<file path="src/core/pfc_pkg.sv">
package pfc_pkg;

  // ----------------------------------------------------------------
  // Pause frame fields
  // ----------------------------------------------------------------
  localparam logic [47:0] PAUSE_DEST_ADDR = 48'h0180_C200_0001;
  localparam logic [15:0] PAUSE_OPCODE    = 16'h0001;
  localparam logic [15:0] MAC_CTRL_TYPE   = 16'h8808;
  localparam logic [15:0] PAUSE_PAD       = 16'h0000;

  // Word indices of a control frame, first word goes out first.
  localparam logic [2:0] IDX_DA_HIGH = 3'h0;
  localparam logic [2:0] IDX_DA_SA   = 3'h1;
  localparam logic [2:0] IDX_SA_LOW  = 3'h2;
  localparam logic [2:0] IDX_TYPE_OP = 3'h3;
  localparam logic [2:0] IDX_PAUSE   = 3'h4;

  // ----------------------------------------------------------------
  // Register map, byte offsets
  // ----------------------------------------------------------------
  localparam logic [7:0] REG_CTRL      = 8'h00;
  localparam logic [7:0] REG_PAUSE_VAL = 8'h04;
  localparam logic [7:0] REG_COL_LIMIT = 8'h08;
  localparam logic [7:0] REG_SRC_LOW   = 8'h0C;
  localparam logic [7:0] REG_SRC_HIGH  = 8'h10;
  localparam logic [7:0] REG_STATUS    = 8'h14;

  localparam int CTRL_TX_FC_BIT = 0;
  localparam int CTRL_HALF_BIT  = 1;
  localparam int CTRL_RX_FC_BIT = 2;
  localparam int CTRL_GIG_BIT   = 3;
  localparam int STAT_STOP_BIT  = 0;
  localparam int STAT_BP_BIT    = 1;
  localparam int STAT_READY_BIT = 2;

  localparam logic [3:0]  CTRL_RESET      = 4'h0;
  localparam logic [31:0] PAUSE_VAL_RESET = 32'hFFFF_0000;
  localparam logic [4:0]  COL_LIMIT_RESET = 5'h10;

  // ----------------------------------------------------------------
  // Timing: one pause quantum is 512 bit times
  // ----------------------------------------------------------------
  localparam int CLK_PERIOD_NS    = 50;
  localparam int QUANTUM_GIG_NS   = 512;
  localparam int QUANTUM_FAST_NS  = 5120;
  localparam int QUANTUM_GIG_CYC  = (QUANTUM_GIG_NS + CLK_PERIOD_NS - 1) / CLK_PERIOD_NS;
  localparam int QUANTUM_FAST_CYC = (QUANTUM_FAST_NS + CLK_PERIOD_NS - 1) / CLK_PERIOD_NS;

  // Generator and back-pressure states.
  typedef enum logic [1:0] {
    GEN_IDLE  = 2'b01,
    GEN_READY = 2'b10
  } pfc_gen_state_type;

  typedef enum logic [2:0] {
    BP_OFF   = 3'b001,
    BP_ON    = 3'b010,
    BP_SPENT = 3'b100
  } pfc_bp_state_type;

endpackage

</file>
<file path="src/core/pfc_pause_timer.sv">
`timescale 1ns/100ps

module pfc_pause_timer
  import pfc_pkg::*;
(
  input  wire logic        hclk,
  input  wire logic        hresetn,
  input  wire logic        decode_enable,
  input  wire logic        gigabit_mode,
  input  wire logic        data_frame_transmitting,
  input  wire logic        new_pause_received_toggle,
  input  wire logic [15:0] received_pause_time,
  output logic             transmit_stop,
  output logic             gated_clock_enable,
  output logic [15:0]      pause_remaining
);

  logic        tgl_ff;
  logic [15:0] count_ff;
  logic [7:0]  pre_ff;
  logic [15:0] nxt_count;
  logic [7:0]  nxt_pre;

  // ----------------------------------------------------------------
  // Quantum countdown
  // ----------------------------------------------------------------
  // A new request is seen as a level change on the toggle line.
  wire       new_pause = (new_pause_received_toggle ^ tgl_ff) & decode_enable;
  wire [7:0] quantum   = gigabit_mode ? 8'(QUANTUM_GIG_CYC) : 8'(QUANTUM_FAST_CYC);
  // A data frame already on the wire finishes before the pause starts to run.
  wire       run       = (count_ff != 16'h0000) & ~data_frame_transmitting;
  wire       tick      = run & (pre_ff == 8'h01);

  // Next count: a later pause frame reloads, a zero value releases at once.
  always_comb begin
    nxt_count = count_ff;
    nxt_pre   = pre_ff;
    if (new_pause) begin
      nxt_count = received_pause_time;
      nxt_pre   = quantum;
    end else if (tick) begin
      nxt_count = count_ff - 16'h0001;
      nxt_pre   = quantum;
    end else if (run) begin
      nxt_pre   = pre_ff - 8'h01;
    end
  end

  // Registered outputs, so the stop line never glitches.
  always_ff @(posedge hclk or negedge hresetn) begin
    if (!hresetn) begin
      tgl_ff             <= 1'b0;
      count_ff           <= 16'h0000;
      pre_ff             <= 8'h00;
      transmit_stop      <= 1'b0;
      gated_clock_enable <= 1'b0;
    end else begin
      tgl_ff             <= new_pause_received_toggle;
      count_ff           <= nxt_count;
      pre_ff             <= nxt_pre;
      transmit_stop      <= (nxt_count != 16'h0000);
      gated_clock_enable <= (nxt_count != 16'h0000) | new_pause;
    end
  end

  assign pause_remaining = count_ff;

  // ----------------------------------------------------------------
  // Checks
  // ----------------------------------------------------------------
  zero_release_a: assert property (@(posedge hclk) disable iff (!hresetn)
    new_pause && received_pause_time == 16'h0000 |=> !transmit_stop)
    else $error("Zero pause value did not release the stop.");

  stop_on_pause_a: assert property (@(posedge hclk) disable iff (!hresetn)
    new_pause && received_pause_time != 16'h0000 |=> transmit_stop && count_ff == $past(received_pause_time))
    else $error("Nonzero pause value did not raise the stop.");

  decode_gate_a: assert property (@(posedge hclk) disable iff (!hresetn)
    !decode_enable && count_ff == 16'h0000 |=> !transmit_stop)
    else $error("Stop raised while decoding was disabled.");

  hold_in_frame_a: assert property (@(posedge hclk) disable iff (!hresetn)
    data_frame_transmitting && !new_pause |=> count_ff == $past(count_ff))
    else $error("Pause count moved during a data frame.");

endmodule

</file>
<file path="src/core/pfc_backpressure.sv">
`timescale 1ns/100ps

module pfc_backpressure
  import pfc_pkg::*;
(
  input  wire logic       hclk,
  input  wire logic       hresetn,
  input  wire logic       enable,
  input  wire logic       stop_event,
  input  wire logic       resume_event,
  input  wire logic       collision_seen,
  input  wire logic [4:0] collision_limit,
  output logic            backpressure_active
);

  pfc_bp_state_type state_ff;
  pfc_bp_state_type nxt_state;
  logic [4:0]       cnt_ff;
  logic [4:0]       nxt_cnt;
  logic             col_ff;

  // ----------------------------------------------------------------
  // Collision counting
  // ----------------------------------------------------------------
  // Only the rising edge counts, a long collision is one collision.
  wire col_edge = collision_seen & ~col_ff;
  wire at_limit = (5'(cnt_ff + 5'h01) >= collision_limit);

  always_comb begin
    nxt_state = state_ff;
    nxt_cnt   = cnt_ff;
    case (state_ff)
      BP_OFF: begin
        if (enable && stop_event) begin
          nxt_state = BP_ON;
          nxt_cnt   = 5'h00;
        end
      end
      BP_ON: begin
        if (!enable || resume_event) begin
          nxt_state = BP_OFF;
        end else if (col_edge) begin
          nxt_cnt = 5'(cnt_ff + 5'h01);
          if (at_limit) begin
            nxt_state = BP_SPENT;
          end
        end
      end
      BP_SPENT: begin
        if (!enable || resume_event) begin
          nxt_state = BP_OFF;
        end else if (stop_event) begin
          nxt_state = BP_ON;
          nxt_cnt   = 5'h00;
        end
      end
      default: begin
        nxt_state = BP_OFF;
      end
    endcase
  end

  // The limit protects the segment: jamming never runs without bound.
  always_ff @(posedge hclk or negedge hresetn) begin
    if (!hresetn) begin
      state_ff            <= BP_OFF;
      cnt_ff              <= 5'h00;
      col_ff              <= 1'b0;
      backpressure_active <= 1'b0;
    end else begin
      state_ff            <= nxt_state;
      cnt_ff              <= nxt_cnt;
      col_ff              <= collision_seen;
      backpressure_active <= (nxt_state == BP_ON);
    end
  end

  // ----------------------------------------------------------------
  // Checks
  // ----------------------------------------------------------------
  limit_stops_a: assert property (@(posedge hclk) disable iff (!hresetn)
    state_ff == BP_ON && enable && !resume_event && col_edge && at_limit |=> !backpressure_active)
    else $error("Back-pressure kept past the collision limit.");

  half_only_a: assert property (@(posedge hclk) disable iff (!hresetn)
    !enable |=> !backpressure_active)
    else $error("Back-pressure active outside half duplex flow control.");

endmodule

</file>
<file path="src/core/pfc_top.sv">
// Notes on behaviour
// - Pause frames carry destination 01-80-C2-00-00-01.
// - The opcode field holds 00-01.
// - The type field holds 88-08.
// - A 16-bit pause value follows the opcode.
// - A pause blocks only data frames; control frames still go.
// - Pause frames are offered only in full duplex.
// - A decoded pause drives the transmit stop output.
// - Pause frames act only while receive decoding is enabled.
// - Each level change of a request toggle asks for one frame.
// - Stop and resume frames take separate 16-bit pause values.
// - Half duplex back-pressure counts collisions against a 5-bit limit.
// - An output shows when back-pressure is active.
// - Ready asks for a new frame and marks its start.
// - A 3-bit word index selects the 32-bit word, with start and end.
// - Each half drives an enable for its own gated clock.
// - Reset is active low.
// - Gigabit mode sets the pause quantum length.
//
// Implementation choices: the AHB-Lite register port and the placing of the registers.
`timescale 1ns/100ps

module pfc_top
  import pfc_pkg::*;
(
  input  wire logic        hclk,
  input  wire logic        hresetn,
  input  wire logic        hsel,
  input  wire logic [31:0] haddr,
  input  wire logic [1:0]  htrans,
  input  wire logic        hwrite,
  input  wire logic [2:0]  hsize,
  input  wire logic [31:0] hwdata,
  input  wire logic        hready,
  output logic             hreadyout,
  output logic [31:0]      hrdata,
  output logic             hresp,
  input  wire logic [2:0]  control_word_index,
  input  wire logic        resume_request_toggle,
  input  wire logic        stop_request_toggle,
  input  wire logic        collision_seen,
  input  wire logic        new_pause_received_toggle,
  input  wire logic [15:0] received_pause_time,
  input  wire logic        data_frame_transmitting,
  output logic             control_frame_ready,
  output logic             control_frame_start,
  output logic             control_frame_end,
  output logic [31:0]      control_frame_word,
  output logic             backpressure_active,
  output logic             transmit_stop,
  output logic             tx_gated_clock_enable,
  output logic             rx_gated_clock_enable
);

  // ----------------------------------------------------------------
  // Helpers
  // ----------------------------------------------------------------
  // Word of the pause frame at a given index; past the end reads zero.
  function automatic logic [31:0] frame_word(input logic [2:0]  idx,
                                             input logic [15:0] pause,
                                             input logic [47:0] src);
    logic [31:0] w;
    w = 32'h0000_0000;
    case (idx)
      IDX_DA_HIGH: w = PAUSE_DEST_ADDR[47:16];
      IDX_DA_SA:   w = {PAUSE_DEST_ADDR[15:0], src[47:32]};
      IDX_SA_LOW:  w = src[31:0];
      IDX_TYPE_OP: w = {MAC_CTRL_TYPE, PAUSE_OPCODE};
      IDX_PAUSE:   w = {pause, PAUSE_PAD};
      default:     w = 32'h0000_0000;
    endcase
    return w;
  endfunction

  // Register match on the whole address of a word-aligned access; the upper 24 bits must be zero.
  function automatic logic reg_hit(input logic [31:0] addr, input logic [7:0] off);
    return (addr[31:8] == 24'h00_0000) && (addr[7:0] == off);
  endfunction

  // ----------------------------------------------------------------
  // AHB-Lite slave
  // ----------------------------------------------------------------
  logic [3:0]  ctrl_ff;
  logic [31:0] pause_val_ff;
  logic [4:0]  col_limit_ff;
  logic [31:0] src_low_ff;
  logic [15:0] src_high_ff;
  logic        wr_pend_ff;
  logic [31:0] wr_addr_ff;
  logic [15:0] pause_remaining;

  wire        tx_fc_on   = ctrl_ff[CTRL_TX_FC_BIT];
  wire        half_mode  = ctrl_ff[CTRL_HALF_BIT];
  wire        rx_fc_on   = ctrl_ff[CTRL_RX_FC_BIT];
  wire        gig_mode   = ctrl_ff[CTRL_GIG_BIT];
  wire [15:0] resume_pause_value = pause_val_ff[15:0];
  wire [15:0] stop_pause_value   = pause_val_ff[31:16];

  // Every transfer finishes with no wait state and an OKAY answer.
  wire addr_phase = hsel & hready & htrans[1];
  wire wr_take    = addr_phase & hwrite;
  wire rd_take    = addr_phase & ~hwrite;

  wire [31:0] status_word = {pause_remaining, 13'h0000, control_frame_ready,
                             backpressure_active, transmit_stop};
  wire [31:0] rd_mux =
    reg_hit(haddr, REG_CTRL)      ? {28'h000_0000, ctrl_ff} :
    reg_hit(haddr, REG_PAUSE_VAL) ? pause_val_ff :
    reg_hit(haddr, REG_COL_LIMIT) ? {27'h000_0000, col_limit_ff} :
    reg_hit(haddr, REG_SRC_LOW)   ? src_low_ff :
    reg_hit(haddr, REG_SRC_HIGH)  ? {16'h0000, src_high_ff} :
    reg_hit(haddr, REG_STATUS)    ? status_word : 32'h0000_0000;

  // Address phase is captured; the write lands in the data phase.
  always_ff @(posedge hclk or negedge hresetn) begin
    if (!hresetn) begin
      wr_pend_ff <= 1'b0;
      wr_addr_ff <= 32'h0000_0000;
      hrdata     <= 32'h0000_0000;
      hreadyout  <= 1'b0;
      hresp      <= 1'b0;
    end else begin
      wr_pend_ff <= wr_take;
      wr_addr_ff <= haddr;
      hrdata     <= rd_take ? rd_mux : 32'h0000_0000;
      hreadyout  <= 1'b1;
      hresp      <= 1'b0;
    end
  end

  // Software-owned settings.
  always_ff @(posedge hclk or negedge hresetn) begin
    if (!hresetn) begin
      ctrl_ff      <= CTRL_RESET;
      pause_val_ff <= PAUSE_VAL_RESET;
      col_limit_ff <= COL_LIMIT_RESET;
      src_low_ff   <= 32'h0000_0000;
      src_high_ff  <= 16'h0000;
    end else if (wr_pend_ff) begin
      if (reg_hit(wr_addr_ff, REG_CTRL)) begin
        ctrl_ff <= hwdata[3:0];
      end
      if (reg_hit(wr_addr_ff, REG_PAUSE_VAL)) begin
        pause_val_ff <= hwdata;
      end
      if (reg_hit(wr_addr_ff, REG_COL_LIMIT)) begin
        col_limit_ff <= hwdata[4:0];
      end
      if (reg_hit(wr_addr_ff, REG_SRC_LOW)) begin
        src_low_ff <= hwdata;
      end
      if (reg_hit(wr_addr_ff, REG_SRC_HIGH)) begin
        src_high_ff <= hwdata[15:0];
      end
    end
  end

  // ----------------------------------------------------------------
  // Request detection
  // ----------------------------------------------------------------
  // Bit 0 is resume, bit 1 is stop.
  logic [1:0] req_tgl_ff;
  logic [1:0] pending_ff;
  logic [1:0] nxt_pending;
  wire  [1:0] req_now = {stop_request_toggle, resume_request_toggle};
  wire  [1:0] req_changed;
  wire        full_duplex_fc = tx_fc_on & ~half_mode;

  genvar g;
  generate
    for (g = 0; g < 2; g++) begin : g_req
      assign req_changed[g] = req_now[g] ^ req_tgl_ff[g];
    end
  endgenerate

  // ----------------------------------------------------------------
  // Frame generator
  // ----------------------------------------------------------------
  pfc_gen_state_type state_ff;
  pfc_gen_state_type nxt_state;
  logic [15:0]       frame_pause_ff;
  logic [15:0]       nxt_frame_pause;
  logic [1:0]        taken;

  // The frame is consumed when the last word is asked for.
  wire frame_done = (state_ff == GEN_READY) && (control_word_index == IDX_PAUSE);

  // Stop requests go first; a request cleared on issue may set again at once.
  always_comb begin
    nxt_state       = state_ff;
    nxt_frame_pause = frame_pause_ff;
    taken           = 2'b00;
    case (state_ff)
      GEN_IDLE: begin
        if (full_duplex_fc && pending_ff != 2'b00) begin
          nxt_state = GEN_READY;
          taken     = pending_ff[1] ? 2'b10 : 2'b01;
          nxt_frame_pause = pending_ff[1] ? stop_pause_value : resume_pause_value;
        end
      end
      GEN_READY: begin
        if (frame_done || !full_duplex_fc) begin
          nxt_state = GEN_IDLE;
        end
      end
      default: begin
        nxt_state = GEN_IDLE;
      end
    endcase
    // Set wins over clear; requests seen outside full duplex are dropped.
    nxt_pending = (pending_ff & ~taken) | (req_changed & {2{full_duplex_fc}});
  end

  // Word and markers follow the index one cycle later; transmit_stop is
  // not looked at here, so control frames still go while paused.
  always_ff @(posedge hclk or negedge hresetn) begin
    if (!hresetn) begin
      state_ff              <= GEN_IDLE;
      frame_pause_ff        <= 16'h0000;
      req_tgl_ff            <= 2'b00;
      pending_ff            <= 2'b00;
      control_frame_ready   <= 1'b0;
      control_frame_start   <= 1'b0;
      control_frame_end     <= 1'b0;
      control_frame_word    <= 32'h0000_0000;
      tx_gated_clock_enable <= 1'b0;
    end else begin
      state_ff              <= nxt_state;
      frame_pause_ff        <= nxt_frame_pause;
      req_tgl_ff            <= req_now;
      pending_ff            <= nxt_pending;
      control_frame_ready   <= (nxt_state == GEN_READY);
      control_frame_start   <= (state_ff == GEN_READY) && (control_word_index == IDX_DA_HIGH);
      control_frame_end     <= frame_done;
      control_frame_word    <= frame_word(control_word_index, frame_pause_ff,
                                          {src_high_ff, src_low_ff});
      tx_gated_clock_enable <= (nxt_state == GEN_READY) | (nxt_pending != 2'b00) |
                               (req_changed != 2'b00) | backpressure_active;
    end
  end

  // ----------------------------------------------------------------
  // Half duplex back-pressure and pause decoder
  // ----------------------------------------------------------------
  pfc_backpressure u_backpressure (
    .hclk                (hclk),
    .hresetn             (hresetn),
    .enable              (tx_fc_on & half_mode),
    .stop_event          (req_changed[1]),
    .resume_event        (req_changed[0]),
    .collision_seen      (collision_seen),
    .collision_limit     (col_limit_ff),
    .backpressure_active (backpressure_active)
  );

  pfc_pause_timer u_pause_timer (
    .hclk                      (hclk),
    .hresetn                   (hresetn),
    .decode_enable             (rx_fc_on),
    .gigabit_mode              (gig_mode),
    .data_frame_transmitting   (data_frame_transmitting),
    .new_pause_received_toggle (new_pause_received_toggle),
    .received_pause_time       (received_pause_time),
    .transmit_stop             (transmit_stop),
    .gated_clock_enable        (rx_gated_clock_enable),
    .pause_remaining           (pause_remaining)
  );

  // ----------------------------------------------------------------
  // Checks
  // ----------------------------------------------------------------
  no_half_frame_a: assert property (@(posedge hclk) disable iff (!hresetn)
    half_mode |=> !control_frame_ready)
    else $error("Control frame offered in half duplex.");

  one_per_toggle_a: assert property (@(posedge hclk) disable iff (!hresetn)
    full_duplex_fc && req_changed[1] |=> pending_ff[1])
    else $error("Stop request toggle lost.");

  header_word_a: assert property (@(posedge hclk) disable iff (!hresetn)
    control_word_index == IDX_DA_HIGH |=> control_frame_word == PAUSE_DEST_ADDR[47:16])
    else $error("Wrong destination address word.");

  opcode_word_a: assert property (@(posedge hclk) disable iff (!hresetn)
    control_word_index == IDX_TYPE_OP |=> control_frame_word[15:0] == PAUSE_OPCODE)
    else $error("Wrong opcode in control frame.");

  type_word_a: assert property (@(posedge hclk) disable iff (!hresetn)
    control_word_index == IDX_TYPE_OP |=> control_frame_word[31:16] == MAC_CTRL_TYPE)
    else $error("Wrong type in control frame.");

  pause_word_a: assert property (@(posedge hclk) disable iff (!hresetn)
    control_word_index == IDX_PAUSE |=> control_frame_word[31:16] == $past(frame_pause_ff))
    else $error("Pause value missing from control frame.");

  stop_value_a: assert property (@(posedge hclk) disable iff (!hresetn)
    state_ff == GEN_IDLE && nxt_state == GEN_READY && pending_ff[1] |=> frame_pause_ff == $past(stop_pause_value))
    else $error("Stop frame took the wrong pause value.");

  end_marks_a: assert property (@(posedge hclk) disable iff (!hresetn)
    frame_done |=> control_frame_end && !control_frame_ready)
    else $error("End marker missing on the last word.");

endmodule

</file>
<file path="config.mk">
export PLATFORM = sky130hd
export DESIGN_NAME = pfc_top
export DESIGN_NICKNAME = d
export VERILOG_FILES = /design/src/core/pfc_pkg.sv /design/src/core/pfc_pause_timer.sv /design/src/core/pfc_backpressure.sv /design/src/core/pfc_top.sv
export SDC_FILE = /design/constraint.sdc
export NUM_CORES = 1
export LEC_CHECK = 0
export ABC_AREA = 0
export BUFFER_PORTS_ARGS = -buffer_cell sky130_fd_sc_hd__buf_2
export CAP_MARGIN = 25
export CORE_MARGIN = 4
export CORE_UTILIZATION = 51
export DETAILED_ROUTE_END_ITERATION = 16
export PLACE_DENSITY_LB_ADDON = 0.12
export SLEW_MARGIN = 15
export SYNTH_ARGS = -nofsm -noshare
export SYNTH_HDL_FRONTEND = slang
export SYNTH_SLANG_ARGS = --single-unit
</file>
<file path="constraint.sdc">
create_clock -name hclk -period 2.35 [get_ports hclk]
set_input_delay 0.3525 -clock hclk [delete_from_list [all_inputs] [get_ports hclk]]
set_output_delay 0.3525 -clock hclk [all_outputs]
set_load 0.01 [all_outputs]
</file>
==> results by group, run 1 <==
Floorplan
  • Initial core utilization: 52.3%
  • Die ar.: 23300 um2
  • Core Rows: 52
  • Core region area: 20400 um2
  • Die Y: 153 um
  • Die X-Extent: 153 um
  • Ports: 171

Worst setup path
  • Worst EP arrival: 2.78 ns
  • Slowest stage delay, CP: 0.61 ns
  • Dominant delay contributor by cell family on the critical path: simple AND/OR/NAND/NOR gates
  • CP Cell Sequence: or4_4 > nor3_4 > or3_4 > a31oi_4 > nor4_2 > and4bb_1 > nand4b_1
  • Worst setup EP type: flop
  • Data required, critical path: 2.75 ns
  • Worst Path Buf+Inv: 0
  • Cell at the slowest stage of the critical path: or4_4
  • Critical path class: flop to flop
  • Nature of the critical path startpoint: flop
  • Worst Path Max Fanout: 5

Synth
  • Synth warn: 0
  • Cells after Synth: 913
  • Sequential fraction of the synthesis area: 58.7%
  • Area share of the largest cell type after synthesis: 54.1%
  • Synth unique cells: 72
  • Synth Cell Area: 10700 um2
  • Synth Net Count: 1022
  • Post-synth EDFFs: 0
  • Synth area leader: dfrtp_1
  • Synth area leaders: dfrtp_1 54%, mux2_2 9.5%, dfstp_2 4.7%
  • Async SR Flop Fraction: 100%
  • Mapped Avg Cell Area: 11.7 um2
  • Ys flop type: dfrtp_1
  • Flops & latches, synth: 250

Placed design
  • DP HPWL: 19.7 mm
  • RD Place Congestion: 0.893
  • IO Port Bufs: 165
  • Placed cell count: 1383

Final layout
  • Final core occ: 68.5%
  • Non-filler cells, final: 1477
  • Nets@finish: 1294
  • Area delta synth->final: 30.9%
  • Share of cells above drive strength 1: 38.2%

Outcome
  • Outcome: finished with violations
  • Failing checks: setup timing

Detailed routing
  • Routed Antenna Nets: 0
  • DRT iter0 DRCs: 578
  • Post-DR vias/cell: 5.65
  • DRC: 0
  • Vias: 8339
  • First drt pass iteration count: 6
  • Routed WL per cell: 19.7 um
  • Routed Wire Length: 29.1 mm

GRT
  • GRT overflow: 0
  • Largest net degree at the start of global routing: 72
  • Vias in the first global route: 8659
  • Initial antenna violation count: 2
  • Global-route wire length before repair: 46.0 mm
  • Total Routing Usage GR: 24.4%

CTS
  • Clk slew on worst S/H paths: 0.06 ns
  • H-tree depth: 1
  • Sink Count: 250
  • CTS tree: done
  • CTS root buf: clkbuf_16
  • Clock latency on the worst-skew pair: 0.54 ns
  • Clk buf depth: 3
  • CTS Buf Count: 26

Run
  • Max-capacitance violation count: 0

STA
  • Post-Route Hold Slack: 0.0673 ns
  • Slew @ Worst Pin: 0.634 ns
  • Highest clock rate: 421 MHz
  • Max transition margin: 57.7%
  • Final Hold Vio Count: 0
  • Fin. max-slew vios: 0
  • RSZ-0062 raised after global routing: yes
  • Final Skew: 0.0192 ns
  • Post-route clock period utilization: 101%
  • Final Critical Period: 2.38 ns
  • Setup slack after layout: -0.0274 ns
  • TNS Setup: -0.0335 ns
  • Final setup viols: 2

Power
  • Internal Power: 7.89 mW
  • P_sw: 2.66 mW
  • Peak VDD IR: 1.05 mV
  • Flop pwr share: 44.4%
  • Clock network power share: 40.9%
  • Combinational share of power: 14.7%
  • Pwr dens: 754 nW/um2
  • Switching Fraction: 25.2%
  • LEAKAGE: 6.77 nW

Worst hold path
  • Type of the worst min-delay path: primary input to flop
flip-flops by register name (all words and copies together), names as in the netlist, 8 cells and up:
signal / flops
wr_addr_ff: 32
pause_val_ff: 32
u_pause_timer.pre_ff: 8
u_pause_timer.pause_remaining: 16
control_frame_word: 32
src_low_ff: 32
src_high_ff: 16
frame_pause_ff: 16
hrdata: 32
cell families after synthesis:
kind of cell	Yosys count	share of synthesized area, %
AND/OR/NAND/NOR	265	12.6
XOR/XNOR	15	1.23
multiplexers	110	11.4
adder cells (fa/ha/maj)	12	1.38
other	2	0.0703
buffers and inverters	68	2.82
AO/OA/AOI/OAI	191	11.8
flip-flops	250	58.7
cells in the mapped netlist, types with 4 or more instances:
library cell,number
nand2b_1,5
dfrtp_1,231
buf_2,12
mux2_2,90
nor3_1,15
nor4_1,18
or4_1,5
a22oi_1,26
or3_1,6
mux2i_1,19
nand3_1,12
a222oi_1,19
a21oi_1,38
inv_1,23
nor3b_1,4
clkbuf_1,24
dfstp_2,19
ha_1,11
o21ai_0,63
nand2_1,74
a21o_1,13
a31oi_1,5
nor2b_1,8
xnor2_1,8
nand4_1,7
xor2_1,7
and3_1,4
nor2_1,82
final cells by class:
type	count	area, um2
antenna	2	5.00
clock buffer	32	723
clock inverter	16	194
fill	1521	6440
inverter	23	86.3
multi-input combinational	596	4360
sequential	250	6280
tap	270	338
timing repair buffer	288	2010
metrics by stage:
| stage | worst slack (ns) | power, mW | area, um2 |
|---|---|---|---|
| 6_report | -0.0274 | 10.6 | 14000 |
| 5_1_grt | -0.100 | 11.0 | 14000 |
| 4_1_cts | -0.00954 | 10.6 | 13800 |
| 3_5_place_dp | -0.122 | 6.07 | 12400 |
| 3_3_place_gp | -0.0694 | 6.05 | 12400 |
| 2_1_floorplan | 0.0839 | 5.35 | 10700 |
power groups by stage:
stage               registers, mW  logic (mW)  clock network [mW]
floorplan                    4.76       0.590                   0
global placement             4.75        1.30                   0
detailed placement           4.76        1.31                   0
CTS                          4.69        1.50                4.39
global route                 4.72        1.70                4.58
finish                       4.69        1.55                4.32
layout by cell type (no fill, tap or decap), types with 4 or more instances in the layout:
cell type and instances:
dfstp_2 19, nand3_1 11, or3_1 5, clkbuf_16 27, nor4_2 7, nor4_1 10
buf_12 11, o21ai_1 6, a22oi_1 26, mux2_2 90, ha_1 10, inv_1 21
mux2i_1 19, dlygate4sd3_1 35, nand4_1 7, bufinv_16 4, clkbuf_8 5, clkinv_2 10
buf_2 164, dfrtp_1 230, nand2_1 70, xnor2_1 8, a21o_1 13, a222oi_1 19
nor4_4 4, and3_1 4, nor3_1 13, nor2_1 81, nand2b_1 5, nor2b_1 7
a21oi_1 37, buf_4 75, xor2_1 6, o21ai_0 56
worst paths after layout:
check	start	to	slack (ns)	cells past startpoint
worst max-delay path	u_pause_timer.pause_remaining[7]	u_pause_timer.transmit_stop	-0.03	7
worst max register to register	u_pause_timer.pause_remaining[7]	u_pause_timer.transmit_stop	-0.03	7
worst min-delay path	hwdata[23]	src_low_ff[23]	0.07	2
max in group asynchronous	hresetn	u_pause_timer.pre_ff[0]	1.16	3
min in group asynchronous	hresetn	src_high_ff[11]	0.36	2
worst min register to register	frame_pause_ff[8]	frame_pause_ff[8]	0.49	2
per-layer routing:
layer / global-route usage (%) / part of all wire, % / vias up
met5: 0 / 0 / -
met3: 2.87 / 5.0 / 50
li1: - / - / 3866
met1: 34.5 / 43 / 4135
met2: 40.3 / 49 / 288
met4: 7.17 / 2.5 / 0
repair_timing:
item | in CTS | in global routing
setup endpoints to repair | 2 | 54
resized for setup | 26 | 30
hold buffers | 35 | 0
pin swaps | 14 | 6
hold endpoints to repair | 93 | 0
gates cloned | 1 | 1
buffers inserted | 5 | 3
worst register-to-register path, cell delays in order, from the launching register on:
cell      delay [ns]
dfrtp_2         0.45
or4_4           0.61
nor3_4          0.24
or3_4           0.17
a31oi_4         0.09
nor4_2          0.32
and4bb_1        0.27
nand4b_1        0.11
No activity file was read; power rests on OpenSTA's default activity.
==> run 2, diff against run 1 <==
--- a/config.mk
+++ b/config.mk
@@ -9,9 +9,10 @@
 export BUFFER_PORTS_ARGS = -buffer_cell sky130_fd_sc_hd__buf_2
 export CAP_MARGIN = 25
 export CORE_MARGIN = 4
-export CORE_UTILIZATION = 51
+export CORE_UTILIZATION = 55
 export DETAILED_ROUTE_END_ITERATION = 16
 export PLACE_DENSITY_LB_ADDON = 0.12
+export REMOVE_ABC_BUFFERS = 1
 export SLEW_MARGIN = 15
 export SYNTH_ARGS = -nofsm -noshare
 export SYNTH_HDL_FRONTEND = slang
==> constraint.sdc (replaced) <==
create_clock -name hclk -period 2.81 [get_ports hclk]
set_input_delay 0.4215 -clock hclk [delete_from_list [all_inputs] [get_ports hclk]]
set_output_delay 0.4215 -clock hclk [all_outputs]
set_load 0.01 [all_outputs]
==> run 2 against run 1 <==
Against the previous run: the run now ends clean; total power decreased by 24%; first-iteration DRC count rose by 9.2%; sequential share of layout area rose by 3.6 points; core utilization about the same; wire length is 7.9% lower; count of clock-buffer cells in the layout up 8; flip-flop and latch count unchanged; worst setup slack better by 0.25 ns; global-route usage rose by 0.19 points; via count down 4.9%; non-clock buffer count down 74; clock skew decreased by 0.0026 ns.
==> results by group, run 2 (synthesized netlist as in run 1, its figures left out) <==
Outcome
  • Outcome: finished clean (was finished with violations)

Final layout
  • Most frequent cells in the layout: 231 x dfrtp_1, 164 x buf_2, 90 x mux2_2 (was 230 x dfrtp_1, 164 x buf_2, 90 x mux2_2)
  • Nets@finish: 1219 (was 1294)
  • Area delta synth->final: 21.1% (was 30.9%)
  • Non-filler cells, final: 1388 (was 1477)
  • Final core occ: 68.5% (about the same)
  • # diodes: 0 (was 2)
  • Share of cells above drive strength 1: 32.2% (was 38.2%)
  • Most common cell after layout, fill and taps aside: dfrtp_1 (unchanged)

Power
  • Internal Power: 6.02 mW (was 7.89 mW)
  • LEAKAGE: 6.25 nW (was 6.77 nW)
  • Peak VDD IR: 0.571 mV (was 1.05 mV)
  • Flop pwr share: 49.2% (was 44.4%)
  • Total power: 8.05 mW (was 10.6 mW)
  • Combinational share of power: 10.9% (was 14.7%)
  • P_sw: 2.03 mW (was 2.66 mW)
  • Switching Fraction: 25.2% (about the same)
  • Pwr dens: 622 nW/um2 (was 754 nW/um2)
  • Clock network power share: 39.9% (was 40.9%)

Placed design
  • IO Port Bufs: 165 (unchanged)
  • DP HPWL: 18.6 mm (was 19.7 mm)
  • RD Place Congestion: 0.919 (was 0.893)
  • Placed cell count: 1327 (was 1383)
  • Post-place setup slack: 0.201 ns (was -0.122 ns)

Worst setup path
  • CP Cell Sequence: inv_1 > ha_1 > nor3b_2 > a41oi_2 > a21oi_1 > a311oi_1 > nor4_1 > and4bb_1 > nand4b_1 (was or4_4 > nor3_4 > or3_4 > a31oi_4 > nor4_2 > and4bb_1 > nand4b_1)
  • Critical path class: flop to flop (unchanged)
  • Data required, critical path: 3.19 ns (was 2.75 ns)
  • Worst Path Max Fanout: 10 (was 5)
  • Worst EP arrival: 2.97 ns (was 2.78 ns)
  • Worst Path Buf+Inv: 1 (was 0)
  • Nature of the critical path startpoint: flop (unchanged)
  • Worst setup EP type: flop (unchanged)
  • Cell at the slowest stage of the critical path: dfrtp_1 (was or4_4)
  • Dominant delay contributor by cell family on the critical path: simple AND/OR/NAND/NOR gates (unchanged)
  • Slowest stage delay, CP: 0.41 ns (was 0.61 ns)

STA
  • Final Critical Period: 2.59 ns (was 2.38 ns)
  • Slew @ Worst Pin: 0.606 ns (was 0.634 ns)
  • Fin. max-slew vios: 0 (unchanged)
  • Final Hold Vio Count: 0 (unchanged)
  • Post-Route Hold Slack: 0.0168 ns (was 0.0673 ns)
  • Final setup viols: 0 (was 2)
  • RSZ-0062 raised after global routing: no (was yes)
  • Max transition margin: 59.4% (was 57.7%)
  • Post-route clock period utilization: 92.2% (was 101%)
  • Final Skew: 0.0165 ns (was 0.0192 ns)
  • Highest clock rate: 386 MHz (was 421 MHz)
  • Setup slack after layout: 0.218 ns (was -0.0274 ns)

Floorplan
  • Die ar.: 21700 um2 (was 23300 um2)
  • Core region area: 18900 um2 (was 20400 um2)
  • Die X-Extent: 147 um (was 153 um)
  • Ports: 171 (unchanged)
  • Core Rows: 50 (was 52)
  • Die Y: 147 um (was 153 um)
  • Initial core utilization: 56.6% (was 52.3%)

Detailed routing
  • Routed Wire Length: 26.8 mm (was 29.1 mm)
  • DRT iter0 DRCs: 631 (was 578)
  • Routed Antenna Nets: 0 (unchanged)
  • Post-DR vias/cell: 5.72 (was 5.65)
  • First drt pass iteration count: 6 (unchanged)
  • DRC: 0 (unchanged)
  • Vias: 7934 (was 8339)
  • Routed WL per cell: 19.3 um (was 19.7 um)

CTS
  • Clk slew on worst S/H paths: 0.06 ns (about the same)
  • Post-CTS Setup Bufs: 0 (was 5)
  • H-tree depth: 1 (unchanged)
  • CTS root buf: clkbuf_16 (unchanged)
  • Sink Count: 250 (unchanged)
  • Clock latency on the worst-skew pair: 0.53 ns (was 0.54 ns)
  • CTS Buf Count: 26 (unchanged)
  • Clk buf depth: 3 (unchanged)
  • CTS tree: done (unchanged)

GRT
  • Global-route wire length before repair: 42.6 mm (was 46.0 mm)
  • Vias in the first global route: 7909 (was 8659)
  • Initial antenna violation count: 0 (was 2)
  • GRT overflow: 0 (unchanged)
  • Total Routing Usage GR: 24.6% (was 24.4%)
  • Largest net degree at the start of global routing: 81 (was 72)

Run
  • Max-capacitance violation count: 0 (unchanged)

Worst hold path
  • Type of the worst min-delay path: primary input to flop (unchanged)
[run 2: cell count changes in the layout (fill, tap and decap cells not counted), sizes merged]
cell         change
clkbuf           +7
dlygate4sd3     -20
diode            -2
nand4b           -1
clkinv           -6
buf             -53
bufinv           -4
[run 2: power groups by stage]
stage | sequential (mW) | combinational (mW) | clock (mW)
finish | 3.96 | 0.881 | 3.21
global route | 3.98 | 0.986 | 3.44
CTS | 3.95 | 0.871 | 3.27
detailed placement | 4.02 | 0.857 | 0
global placement | 4.01 | 0.844 | 0
floorplan | 3.98 | 0.473 | 0
[run 2: path summary, 6_finish.rpt]
path / startpoint / end / slack, ns / cells after the start
max: u_pause_timer.pause_remaining[0] / u_pause_timer.gated_clock_enable / 0.22 / 9
min: haddr[10] / wr_addr_ff[10] / 0.02 / 1
max reg2reg: u_pause_timer.pause_remaining[0] / u_pause_timer.gated_clock_enable / 0.22 / 9
min reg2reg: frame_pause_ff[11] / control_frame_word[27] / 0.47 / 2
max in group asynchronous: hresetn / pause_val_ff[21] / 1.49 / 3
min in group asynchronous: hresetn / src_high_ff[7] / 0.48 / 2
[run 2: stage by stage]
step | setup TNS [ns] | instance area (um2)
floorplan | -11.32 | 10500
global placement | 0 | 12000
detailed placement | 0 | 12000
CTS | 0 | 12900
global route | 0 | 12900
finish | 0 | 12900
[run 2: layout make-up]
class	instances	area, um2
clock buffer	40	763
tap	260	325
multi-input combinational	595	4130
sequential	250	6280
clock inverter	6	43.8
fill	1435	5950
inverter	23	86.3
timing repair buffer	214	1320
[run 2: what timing repair did]
| action | CTS | global route |
|---|---|---|
| hold endpoints to repair | 78 | 6 |
| gates resized for setup | 0 | 2 |
| hold buffers | 9 | 6 |
| endpoints found under the setup margin | 0 | 2 |
[run 2: routing by layer]
layer	routed length (um)	share of wire (%)	vias to the layer above	global-route usage, %
li1	-	-	3691	-
met2	12800	48	282	40.3
met3	1800	6.7	43	3.83
met1	11600	43	3918	35.2
met5	0	0	-	0
met4	526	2.0	0	5.59
